File: src/include/flash_host_regs.svh
// Register offsets, field positions and timing counts of the flash command host
`ifndef FLASH_HOST_REGS_SVH
`define FLASH_HOST_REGS_SVH
// ==========================================
// Register offsets (byte addresses)
`define REG_CTRL 8'h00
`define REG_ADDR 8'h04
`define REG_WDATA 8'h08
`define REG_STATUS 8'h0C
`define REG_RDATA 8'h10
// ==========================================
// Control fields
`define CTRL_OP_LSB 0
`define CTRL_OP_MSB 3
`define CTRL_START 4
`define CTRL_BYTE 8
`define CTRL_ACCEL 9
`define CTRL_HWRST 10
// ==========================================
// Status fields
`define STAT_BUSY 0
`define STAT_FAIL 1
`define STAT_REFUSED 2
`define STAT_READY 3
`define STAT_MODE_LSB 4
`define STAT_MODE_MSB 7
// ==========================================
// Device status bit positions on the data lines
`define DQ_EXCEEDED 5
`define DQ_TOGGLE 6
`define DQ_POLLING 7
// ==========================================
// Timing in ns and derived cycle counts at the clock rate
`define CLK_MHZ 50
`define T_SETUP_NS 20
`define T_WP_NS 35
`define T_WPH_NS 30
`define T_ACC_NS 70
`define CYC(ns) ((((ns) * `CLK_MHZ + 999) / 1000) < 1 ? 1 : (((ns) * `CLK_MHZ + 999) / 1000))
`define SETUP_CYC `CYC(`T_SETUP_NS)
`define WP_CYC `CYC(`T_WP_NS)
`define WPH_CYC `CYC(`T_WPH_NS)
`define ACC_CYC `CYC(`T_ACC_NS)
`endif

File: src/include/flash_host_pkg.sv
// Types shared by the flash command host
package flash_host_pkg;
  localparam int AW = 22;
  localparam int DW = 16;

  // ==========================================
  // Operations that software may start
  typedef enum logic [3:0] {
    OP_READ = 4'h0,
    OP_RESET = 4'h1,
    OP_AUTOSEL = 4'h2,
    OP_SEC_ENTER = 4'h3,
    OP_SEC_EXIT = 4'h4,
    OP_PROGRAM = 4'h5,
    OP_BYP_ENTER = 4'h6,
    OP_BYP_PROG = 4'h7,
    OP_BYP_EXIT = 4'h8
  } op_e;

  // Bank mode as seen from the host
  typedef enum logic [3:0] {
    MODE_READ = 4'b0001,
    MODE_AUTO = 4'b0010,
    MODE_SEC = 4'b0100,
    MODE_BYP = 4'b1000
  } mode_e;

  // Bus sequencer states
  typedef enum logic [5:0] {
    S_IDLE = 6'b000001,
    S_SETUP = 6'b000010,
    S_STROBE = 6'b000100,
    S_HOLD = 6'b001000,
    S_READ = 6'b010000,
    S_GAP = 6'b100000
  } state_e;

  // Flash pin bundle driven by the host
  typedef struct packed {
    logic ce_n;
    logic oe_n;
    logic we_n;
    logic [AW-1:0] addr;
    logic [DW-1:0] dq;
    logic dq_oe_n;
  } pins_s;
endpackage : flash_host_pkg

File: src/hw/flash_host.sv
// Wishbone-controlled host that drives command sequences into a parallel NOR flash
// ==========================================
// Summary of operation
// - Autoselect only from read mode, never while another bank is busy.
// - Autoselect is two unlocks plus bank-addressed command; reads repeat freely.
// - Protection queries present bank and sector address.
// - Three-cycle entry selects secured region; four-cycle exit restores array.
// - Program is two unlocks, set-up, then address with data.
// - Bypass entry is two unlocks plus 20h; program is A0h, address/data.
// - Bypass accepts only program and exit; exit is 90h then 00h.
// - Wrong or out-of-order writes need a reset to recover.
`timescale 1ns/1ps
`default_nettype none
`include "flash_host_regs.svh"

module flash_host #(
  parameter logic [flash_host_pkg::AW-1:0] UNLOCK1_ADDR = 22'h00_0555,
  parameter logic [flash_host_pkg::AW-1:0] UNLOCK2_ADDR = 22'h00_02AA,
  parameter logic [7:0] UNLOCK1_DATA = 8'hAA,
  parameter logic [7:0] UNLOCK2_DATA = 8'h55,
  parameter logic [7:0] CMD_RESET = 8'hF0,
  parameter logic [7:0] CMD_AUTOSEL = 8'h90,
  parameter logic [7:0] CMD_SEC_ENTER = 8'h88,
  parameter logic [7:0] CMD_SEC_EXIT = 8'h90,
  parameter logic [7:0] CMD_PROGRAM = 8'hA0,
  parameter logic [7:0] CMD_BYP_ENTER = 8'h20,
  parameter logic [7:0] CMD_BYP_PROG = 8'hA0,
  parameter logic [7:0] CMD_BYP_EXIT1 = 8'h90,
  parameter logic [7:0] CMD_BYP_EXIT2 = 8'h00
) (
  input wire logic CLOCK_I, // 50 MHz clock
  input wire logic RESET_I, // Synchronous reset, high
  input wire logic CLK_EN_I, // Freezes all state when low
  input wire logic [7:0] ADR_I, // Wishbone address
  input wire logic [31:0] DAT_I, // Wishbone write data
  input wire logic [3:0] SEL_I, // Wishbone byte selects
  input wire logic WE_I, // Wishbone write
  input wire logic CYC_I, // Wishbone cycle
  input wire logic STB_I, // Wishbone strobe
  output logic [31:0] DAT_O, // Wishbone read data
  output logic ACK_O, // Wishbone acknowledge
  output logic FL_CE_N_O, // Flash chip enable, low
  output logic FL_OE_N_O, // Flash output enable, low
  output logic FL_WE_N_O, // Flash write enable, low
  output logic [flash_host_pkg::AW-1:0] FL_ADDR_O, // Flash address
  output logic [flash_host_pkg::DW-1:0] FL_DQ_O, // Flash data out
  output logic FL_DQ_OE_N_O, // Low while host drives data
  input wire logic [flash_host_pkg::DW-1:0] FL_DQ_I, // Flash data in
  input wire logic FL_READY_BUSY_N_I, // ready_busy_n from flash
  output logic FL_BYTE_WORD_O, // byte_word_select, high for word
  output logic FL_ACCEL_O, // Requests high voltage on protect_accel_pin
  output logic FL_RESET_N_O // Flash hardware reset, low
);
  localparam int AW = flash_host_pkg::AW;
  localparam int DW = flash_host_pkg::DW;

  // ==========================================
  // Software-facing registers
  flash_host_pkg::op_e op_req_ff;
  logic [AW-1:0] addr_ff;
  logic [DW-1:0] wdata_ff;
  logic byte_ff;
  logic accel_ff;
  logic hwrst_ff;
  logic go_ff;
  logic clr_ff;
  logic [DW-1:0] rdata_ff;
  logic fail_ff;
  logic refused_ff;
  logic wb_hit;
  logic [31:0] nxt_dat;

  // ==========================================
  // Sequencer state
  flash_host_pkg::state_e state_ff;
  flash_host_pkg::mode_e mode_ff;
  flash_host_pkg::op_e op_ff;
  logic [2:0] step_ff;
  logic [3:0] cnt_ff;
  logic poll_ff;
  logic exceeded_ff;
  flash_host_pkg::pins_s pins_ff;
  flash_host_pkg::pins_s nxt_step;
  logic [2:0] nsteps;
  logic allowed;
  logic last_step;

  assign wb_hit = CYC_I & STB_I & ~ACK_O;

  // Read mux; unmapped offsets read zero
  always_comb begin
    nxt_dat = 32'h0000_0000;
    case (ADR_I)
      `REG_CTRL: begin
        nxt_dat[`CTRL_OP_MSB:`CTRL_OP_LSB] = op_req_ff;
        nxt_dat[`CTRL_BYTE] = byte_ff;
        nxt_dat[`CTRL_ACCEL] = accel_ff;
        nxt_dat[`CTRL_HWRST] = hwrst_ff;
      end
      `REG_ADDR: nxt_dat[AW-1:0] = addr_ff;
      `REG_WDATA: nxt_dat[DW-1:0] = wdata_ff;
      `REG_STATUS: begin
        nxt_dat[`STAT_BUSY] = (state_ff != flash_host_pkg::S_IDLE);
        nxt_dat[`STAT_FAIL] = fail_ff;
        nxt_dat[`STAT_REFUSED] = refused_ff;
        nxt_dat[`STAT_READY] = FL_READY_BUSY_N_I;
        nxt_dat[`STAT_MODE_MSB:`STAT_MODE_LSB] = mode_ff;
      end
      `REG_RDATA: nxt_dat[DW-1:0] = rdata_ff;
      default: nxt_dat = 32'h0000_0000;
    endcase
  end

  // Wishbone slave: one wait state, ack always one cycle
  always_ff @(posedge CLOCK_I) begin
    if (RESET_I) begin
      ACK_O <= 1'b0;
      DAT_O <= 32'h0000_0000;
      op_req_ff <= flash_host_pkg::OP_READ;
      addr_ff <= '0;
      wdata_ff <= '0;
      byte_ff <= 1'b1;
      accel_ff <= 1'b0;
      hwrst_ff <= 1'b0;
      go_ff <= 1'b0;
      clr_ff <= 1'b0;
    end else if (CLK_EN_I) begin
      ACK_O <= wb_hit;
      DAT_O <= nxt_dat;
      go_ff <= 1'b0;
      clr_ff <= 1'b0;
      if (wb_hit & WE_I) begin
        case (ADR_I)
          `REG_CTRL: begin
            if (SEL_I[0]) begin
              op_req_ff <= flash_host_pkg::op_e'(DAT_I[`CTRL_OP_MSB:`CTRL_OP_LSB]);
              go_ff <= DAT_I[`CTRL_START];
            end
            if (SEL_I[1]) begin
              byte_ff <= DAT_I[`CTRL_BYTE];
              accel_ff <= DAT_I[`CTRL_ACCEL];
              hwrst_ff <= DAT_I[`CTRL_HWRST];
            end
          end
          `REG_ADDR: begin
            if (SEL_I[0]) addr_ff[7:0] <= DAT_I[7:0];
            if (SEL_I[1]) addr_ff[15:8] <= DAT_I[15:8];
            if (SEL_I[2]) addr_ff[AW-1:16] <= DAT_I[AW-1:16];
          end
          `REG_WDATA: begin
            if (SEL_I[0]) wdata_ff[7:0] <= DAT_I[7:0];
            if (SEL_I[1]) wdata_ff[15:8] <= DAT_I[15:8];
          end
          `REG_STATUS: clr_ff <= 1'b1;
          default: clr_ff <= 1'b0;
        endcase
      end
    end
  end

  // Number of write cycles per operation
  always_comb begin
    case (op_ff)
      flash_host_pkg::OP_RESET: nsteps = 3'd1;
      flash_host_pkg::OP_SEC_EXIT: nsteps = 3'd4;
      flash_host_pkg::OP_PROGRAM: nsteps = 3'd4;
      flash_host_pkg::OP_BYP_PROG: nsteps = 3'd2;
      flash_host_pkg::OP_BYP_EXIT: nsteps = 3'd2;
      flash_host_pkg::OP_READ: nsteps = 3'd0;
      default: nsteps = 3'd3;
    endcase
  end
  assign last_step = (step_ff == nsteps - 3'd1);

  // Address and data of the current command cycle
  always_comb begin
    nxt_step = pins_ff;
    nxt_step.addr = UNLOCK1_ADDR;
    nxt_step.dq = {8'h00, UNLOCK1_DATA};
    if (op_ff == flash_host_pkg::OP_RESET) begin
      nxt_step.addr = addr_ff;
      nxt_step.dq = {8'h00, CMD_RESET};
    end else if (op_ff == flash_host_pkg::OP_BYP_PROG) begin
      nxt_step.addr = (step_ff == 3'd0) ? UNLOCK1_ADDR : addr_ff;
      nxt_step.dq = (step_ff == 3'd0) ? {8'h00, CMD_BYP_PROG} : wdata_ff;
    end else if (op_ff == flash_host_pkg::OP_BYP_EXIT) begin
      // 90h with bank address, then 00h
      nxt_step.addr = addr_ff;
      nxt_step.dq = {8'h00, (step_ff == 3'd0) ? CMD_BYP_EXIT1 : CMD_BYP_EXIT2};
    end else if (step_ff == 3'd1) begin
      nxt_step.addr = UNLOCK2_ADDR;
      nxt_step.dq = {8'h00, UNLOCK2_DATA};
    end else if (step_ff == 3'd2) begin
      case (op_ff)
        flash_host_pkg::OP_AUTOSEL: begin
          nxt_step.addr = addr_ff;
          nxt_step.dq = {8'h00, CMD_AUTOSEL};
        end
        flash_host_pkg::OP_SEC_ENTER: nxt_step.dq = {8'h00, CMD_SEC_ENTER};
        flash_host_pkg::OP_SEC_EXIT: nxt_step.dq = {8'h00, CMD_SEC_EXIT};
        flash_host_pkg::OP_BYP_ENTER: nxt_step.dq = {8'h00, CMD_BYP_ENTER};
        default: nxt_step.dq = {8'h00, CMD_PROGRAM};
      endcase
    end else if (step_ff == 3'd3) begin
      // fourth cycle carries target address and data for program, 00h for secured exit
      nxt_step.addr = (op_ff == flash_host_pkg::OP_PROGRAM) ? addr_ff : UNLOCK1_ADDR;
      nxt_step.dq = (op_ff == flash_host_pkg::OP_PROGRAM) ? wdata_ff : 16'h0000;
    end
  end

  // Mode checks before a request is taken
  always_comb begin
    allowed = 1'b1;
    case (op_req_ff)
      flash_host_pkg::OP_AUTOSEL: allowed = (mode_ff == flash_host_pkg::MODE_READ) & FL_READY_BUSY_N_I;
      // no bypass while secured region is on
      flash_host_pkg::OP_BYP_ENTER: allowed = (mode_ff == flash_host_pkg::MODE_READ);
      flash_host_pkg::OP_BYP_PROG: allowed = (mode_ff == flash_host_pkg::MODE_BYP);
      flash_host_pkg::OP_BYP_EXIT: allowed = (mode_ff == flash_host_pkg::MODE_BYP) & ~accel_ff;
      // reset recovers stray sequences, except in bypass
      flash_host_pkg::OP_RESET: allowed = (mode_ff != flash_host_pkg::MODE_BYP);
      flash_host_pkg::OP_READ: allowed = 1'b1;
      flash_host_pkg::OP_SEC_EXIT: allowed = (mode_ff == flash_host_pkg::MODE_SEC);
      // bypass accepts only its own program and exit
      default: allowed = (mode_ff == flash_host_pkg::MODE_READ) | (mode_ff == flash_host_pkg::MODE_SEC);
    endcase
  end

  // Bus sequencer; strobes never overlap so address and data edges are unambiguous
  always_ff @(posedge CLOCK_I) begin
    if (RESET_I) begin
      state_ff <= flash_host_pkg::S_IDLE;
      op_ff <= flash_host_pkg::OP_READ;
      step_ff <= 3'd0;
      cnt_ff <= 4'd0;
      poll_ff <= 1'b0;
      exceeded_ff <= 1'b0;
      pins_ff <= '{ce_n: 1'b1, oe_n: 1'b1, we_n: 1'b1, addr: '0, dq: '0, dq_oe_n: 1'b1};
    end else if (CLK_EN_I) begin
      cnt_ff <= cnt_ff + 4'd1;
      case (state_ff)
        flash_host_pkg::S_IDLE: begin
          pins_ff.ce_n <= 1'b1;
          pins_ff.oe_n <= 1'b1;
          pins_ff.we_n <= 1'b1;
          pins_ff.dq_oe_n <= 1'b1;
          exceeded_ff <= 1'b0;
          poll_ff <= 1'b0;
          step_ff <= 3'd0;
          cnt_ff <= 4'd0;
          if (go_ff & allowed & ~hwrst_ff) begin
            op_ff <= op_req_ff;
            state_ff <= (op_req_ff == flash_host_pkg::OP_READ) ? flash_host_pkg::S_READ
                                                               : flash_host_pkg::S_SETUP;
          end
        end
        // address settles with chip enable, write enable falls later
        flash_host_pkg::S_SETUP: begin
          pins_ff.ce_n <= 1'b0;
          pins_ff.addr <= nxt_step.addr;
          pins_ff.dq <= nxt_step.dq;
          pins_ff.dq_oe_n <= 1'b0;
          if (cnt_ff >= 4'(`SETUP_CYC - 1)) begin
            cnt_ff <= 4'd0;
            state_ff <= flash_host_pkg::S_STROBE;
          end
        end
        flash_host_pkg::S_STROBE: begin
          pins_ff.we_n <= 1'b0;
          if (cnt_ff >= 4'(`WP_CYC - 1)) begin
            cnt_ff <= 4'd0;
            state_ff <= flash_host_pkg::S_HOLD;
          end
        end
        // Data latched on write enable rising before chip enable releases
        flash_host_pkg::S_HOLD: begin
          pins_ff.we_n <= 1'b1;
          if (cnt_ff == 4'd0) begin
            pins_ff.ce_n <= 1'b0;
          end else begin
            pins_ff.ce_n <= 1'b1;
            pins_ff.dq_oe_n <= 1'b1;
          end
          if (cnt_ff >= 4'(`WPH_CYC)) begin
            cnt_ff <= 4'd0;
            step_ff <= step_ff + 3'd1;
            if (!last_step) begin
              state_ff <= flash_host_pkg::S_SETUP;
            // watch progress after the program cycle
            end else if (op_ff == flash_host_pkg::OP_PROGRAM || op_ff == flash_host_pkg::OP_BYP_PROG) begin
              poll_ff <= 1'b1;
              state_ff <= flash_host_pkg::S_GAP;
            end else begin
              state_ff <= flash_host_pkg::S_IDLE;
            end
          end
        end
        // reads present the caller's full bank and sector address
        flash_host_pkg::S_READ: begin
          pins_ff.ce_n <= 1'b0;
          pins_ff.oe_n <= 1'b0;
          pins_ff.dq_oe_n <= 1'b1;
          pins_ff.addr <= addr_ff;
          if (cnt_ff >= 4'(`ACC_CYC)) begin
            cnt_ff <= 4'd0;
            pins_ff.oe_n <= 1'b1;
            pins_ff.ce_n <= 1'b1;
            if (!poll_ff) begin
              state_ff <= flash_host_pkg::S_IDLE;
            // no commands while busy, keep polling
            end else if (!FL_READY_BUSY_N_I) begin
              // timing flag marks a failed program
              if (FL_DQ_I[`DQ_EXCEEDED]) exceeded_ff <= 1'b1;
              state_ff <= flash_host_pkg::S_GAP;
            // recover with a reset after a timing failure
            end else if (exceeded_ff) begin
              op_ff <= flash_host_pkg::OP_RESET;
              poll_ff <= 1'b0;
              step_ff <= 3'd0;
              state_ff <= flash_host_pkg::S_SETUP;
            end else begin
              state_ff <= flash_host_pkg::S_IDLE;
            end
          end
        end
        flash_host_pkg::S_GAP: begin
          cnt_ff <= 4'd0;
          state_ff <= flash_host_pkg::S_READ;
        end
        default: state_ff <= flash_host_pkg::S_IDLE;
      endcase
      if (hwrst_ff) begin
        // hardware reset aborts everything at once
        state_ff <= flash_host_pkg::S_IDLE;
      end
    end
  end

  // Read data capture and sticky flags; a new event beats a clear
  always_ff @(posedge CLOCK_I) begin
    if (RESET_I) begin
      rdata_ff <= '0;
      fail_ff <= 1'b0;
      refused_ff <= 1'b0;
    end else if (CLK_EN_I) begin
      if (state_ff == flash_host_pkg::S_READ && cnt_ff >= 4'(`ACC_CYC)) begin
        rdata_ff <= FL_DQ_I;
      end
      if (state_ff == flash_host_pkg::S_READ && cnt_ff >= 4'(`ACC_CYC) && poll_ff
          && FL_READY_BUSY_N_I && exceeded_ff) begin
        fail_ff <= 1'b1;
      end else if (clr_ff) begin
        fail_ff <= 1'b0;
      end
      if (go_ff && (state_ff != flash_host_pkg::S_IDLE || !allowed || hwrst_ff)) begin
        refused_ff <= 1'b1;
      end else if (clr_ff) begin
        refused_ff <= 1'b0;
      end
    end
  end

  // Host view of the bank mode
  always_ff @(posedge CLOCK_I) begin
    if (RESET_I) begin
      mode_ff <= flash_host_pkg::MODE_READ;
    end else if (CLK_EN_I) begin
      if (hwrst_ff) begin
        mode_ff <= flash_host_pkg::MODE_READ;
      // high voltage puts the bank in bypass on its own
      end else if (FL_ACCEL_O) begin
        mode_ff <= flash_host_pkg::MODE_BYP;
      end else if (state_ff == flash_host_pkg::S_HOLD && cnt_ff >= 4'(`WPH_CYC) && last_step) begin
        case (op_ff)
          flash_host_pkg::OP_RESET: mode_ff <= (mode_ff == flash_host_pkg::MODE_SEC) ? mode_ff
                                                                                    : flash_host_pkg::MODE_READ;
          flash_host_pkg::OP_AUTOSEL: mode_ff <= flash_host_pkg::MODE_AUTO;
          flash_host_pkg::OP_SEC_ENTER: mode_ff <= flash_host_pkg::MODE_SEC;
          flash_host_pkg::OP_SEC_EXIT: mode_ff <= flash_host_pkg::MODE_READ;
          flash_host_pkg::OP_BYP_ENTER: mode_ff <= flash_host_pkg::MODE_BYP;
          flash_host_pkg::OP_BYP_EXIT: mode_ff <= flash_host_pkg::MODE_READ;
          default: mode_ff <= mode_ff;
        endcase
      end
    end
  end

  // Pin outputs, all from flip-flops
  always_ff @(posedge CLOCK_I) begin
    if (RESET_I) begin
      FL_CE_N_O <= 1'b1;
      FL_OE_N_O <= 1'b1;
      FL_WE_N_O <= 1'b1;
      FL_ADDR_O <= '0;
      FL_DQ_O <= '0;
      FL_DQ_OE_N_O <= 1'b1;
      FL_BYTE_WORD_O <= 1'b1;
      FL_ACCEL_O <= 1'b0;
      FL_RESET_N_O <= 1'b1;
    end else if (CLK_EN_I) begin
      FL_CE_N_O <= pins_ff.ce_n;
      FL_OE_N_O <= pins_ff.oe_n;
      FL_WE_N_O <= pins_ff.we_n;
      FL_ADDR_O <= pins_ff.addr;
      FL_DQ_O <= pins_ff.dq;
      FL_DQ_OE_N_O <= pins_ff.dq_oe_n;
      FL_BYTE_WORD_O <= byte_ff;
      FL_ACCEL_O <= accel_ff & (mode_ff != flash_host_pkg::MODE_SEC);
      FL_RESET_N_O <= ~hwrst_ff;
    end
  end
endmodule : flash_host
`default_nettype wire

File: config.mk
export PLATFORM = sky130hd
export DESIGN_NAME = flash_host
export DESIGN_NICKNAME = d
export VERILOG_FILES = /design/src/include/flash_host_pkg.sv /design/src/hw/flash_host.sv
export VERILOG_INCLUDE_DIRS = /design/src /design/src/include
export SDC_FILE = /design/constraint.sdc
export NUM_CORES = 1
export LEC_CHECK = 0
export ABC_AREA = 0
export BUFFER_PORTS_ARGS = -buffer_cell sky130_fd_sc_hd__buf_2
export CORE_MARGIN = 4
export CORE_UTILIZATION = 50
export DETAILED_ROUTE_END_ITERATION = 7
export GPL_TIMING_DRIVEN = 0
export PLACE_DENSITY = 0.72
export SKIP_LAST_GASP = 1
export SYNTH_ARGS = -nofsm -noshare
export SYNTH_HDL_FRONTEND = slang
export SYNTH_SLANG_ARGS = --single-unit
File: constraint.sdc
create_clock -name CLOCK_I -period 5.33 [get_ports CLOCK_I]
set_clock_uncertainty 0.15 [all_clocks]
set_input_delay 0.533 -clock CLOCK_I [delete_from_list [all_inputs] [get_ports CLOCK_I]]
set_output_delay 0.533 -clock CLOCK_I [all_outputs]
set_load 0.1 [all_outputs]
==> results.ini <==
[finish]
multi_input_area_mm2=0.004572
finish.instance_area_mm2=0.01044
final_cell_mix=dfxtp_1 (198), nor2_1 (137), nand2_1 (127), buf_2 (125), a21oi_1 (92)
final_core_util=0.6012
drive_above_1_share=0.1564
layout.nets=1266
num_antenna_cells=0
register_area_mm2=0.003964
area_delta_synth_final_pct=17.17
final_common_cell=dfxtp_1
num-fill-cells=1562
fin_cells=1427

[sta]
slew_headroom=0.2831
layout_min_cycle_time_ps=3270
fmax_ghz=0.3058
setup_viol_count_final=0
drv_slew=0
tightest_slew_ps=1075
timing_hold_violations_final=0
finalCritPeriodShare=0.6136
setup_tns_ps=0
setup_slack_ps=2060
rsz0062_at_grt=false
hold_slack_ps=177.9

[yosys]
async_reset_ff_frac=0
netlist_instances=1039
syn_avg_cell_area_um2=8.572
ys_seq_area_frac=0.4451
synth_top_area_share=0.4451
synth_ff_type=dfxtp_1
yosys.area.top_type=dfxtp_1
ys_seq_elements=198
synth_edf_count=0
yosysWarnings=0
ys_types=76
synth_area_leaders=dfxtp_1 (45%), mux2i_1 (8.8%), nor2_1 (5.8%)
synthesis.area_mm2=0.008906

[critical_path]
regToRegStartpoint=step_ff[0]
crit_start=step_ff[0]
crit_required_ps=5570
crit_arrival_ps=3510
reg2reg_depth=9
crit_path_max_fanout=10
path_class=flip-flop to flip-flop
r2r_setup_slack_ps=2060
critPathLaunchType=flip-flop
endpoint_kind=flip-flop

[drt]
first_iter_violations=729
antenna_left=0
routedWlPerCell_um=19.50
wl_mm=27.83
drc=0
viasPerCell=5.835
dr.pass1.iters=6
via_count=8327

[place]
post-place-ws_ps=2084
gp_congestion=0.9856
dpl_cell_area_mm2=0.009837
hpwl_mm=20.87
io_buffers=123
placed_cells=1396

[power]
p_leak_nw=4.324
cellPowerDensity_mw_per_mm2=294.0
vdd_ir_drop_max_mv=0.2374
power_mw=3.068

[cts]
cts_root_buf=clkbuf_16
clk_latency_ps=440
numCtsBuffers=17
cts_setup_buffers=0
cts_tree=built
clk_pin_slew_ps=70
cts.sinks=198
cts_buffer_depth=2
htreeDepth=4
ctsResizeCount=0
ctsHoldBuffers=0

[worst_hold_path]
min_path_type=primary input to flip-flop
hold_start=FL_DQ_I[7]
holdPathStages=3

[global_route]
grt_pass1_wl_mm=42.38
grt_pass1_vias=7547
grt_max_degree=19
grt_usage=0.2714
grt_antenna_before_repair=0
overflow=0

[flow_run]
maxCapViolCount=0

[outcome]
status=complete, no violations

[floorplan]
die_x_um=141.5
die_y_um=141.5
core_area_mm2=0.01736
die_area_mm2=0.02001
ios=145
start_util=0.5131
rows=48

[worst max-delay path: stages (launching register included)]
cell and delay (ps):
dfxtp_1 420, inv_1 120, ha_1 230, nor2b_1 180, nor3b_1 370, o21ai_0 220
o211a_1 270, nor4_1 680, buf_2 410, a22o_1 180
[kinds of logic after synthesis]
family                     synth area share
adders and majority gates           0.01264
buffers and inverters               0.04538
muxes                               0.09314
and+or+nand+nor                      0.2119
AOI/OAI and AO/OA                    0.1797
DFF                                  0.4451
xor gates and xnor gates            0.01180
other                             0.0004211
[synth_stat cells, types with 5 or more instances]
| master | n |
|---|---|
| nor2_1 | 137 |
| inv_1 | 16 |
| nand3_1 | 21 |
| a21oi_1 | 92 |
| o31ai_1 | 7 |
| nor2b_1 | 17 |
| xor2_1 | 8 |
| nand2b_1 | 21 |
| nor3_1 | 16 |
| a22oi_1 | 20 |
| o21bai_1 | 8 |
| ha_1 | 9 |
| nor3b_1 | 7 |
| buf_4 | 11 |
| dfxtp_1 | 198 |
| o21ai_0 | 43 |
| a211o_1 | 8 |
| a22o_1 | 14 |
| mux2i_1 | 78 |
| o211ai_1 | 5 |
| buf_1 | 9 |
| and3_1 | 5 |
| a221oi_1 | 11 |
| nand2_1 | 127 |
| clkbuf_1 | 55 |
[layout make-up]
cell class / count / area share
well taps: 225 / 0.02698
inverters: 16 / 0.005755
multi-input cells: 756 / 0.4381
repair buffers: 123 / 0.05899
clock inverters: 13 / 0.01523
plain buffers: 78 / 0.03297
flip-flops and latches: 198 / 0.3799
clock buffers: 18 / 0.04209
[report_power, final]
part | leakage (nW) | switching, mW | internal (mW) | total, mW
Sequential | 1.60 | 0.00744 | 1.49 | 1.49
Clock | 0.294 | 0.613 | 0.718 | 1.33
Combinational | 2.43 | 0.177 | 0.0661 | 0.243
Total | 4.32 | 0.798 | 2.27 | 3.07
[sequential cells by signal, indices dropped and copies added, names as in the netlist, 3 cells and up]
register	cells
op_req_ff	4
FL_DQ_O	16
addr_ff	22
DAT_O	22
wdata_ff	16
rdata_ff	16
FL_ADDR_O	22
state_ff	6
step_ff	3
nxt_step	4
mode_ff	4
pins_ff	38
cnt_ff	4
op_ff	4
[worst paths after layout]
kind / end
hold reg to reg: pins_ff[4]
setup reg to reg: pins_ff[33]
setup / recovery: pins_ff[33]
hold / removal: rdata_ff[7]
[routing by layer]
layer,wire length (um),part of all wire,track usage,vias to the layer above
met5,0,0,0,-
met4,685,0.025,0.08838,0
met3,2723,0.098,0.04988,53
met2,12410,0.45,0.4241,417
met1,12010,0.43,0.3814,3909
li1,-,-,-,3948
No activity file was read; power rests on OpenSTA's default activity.
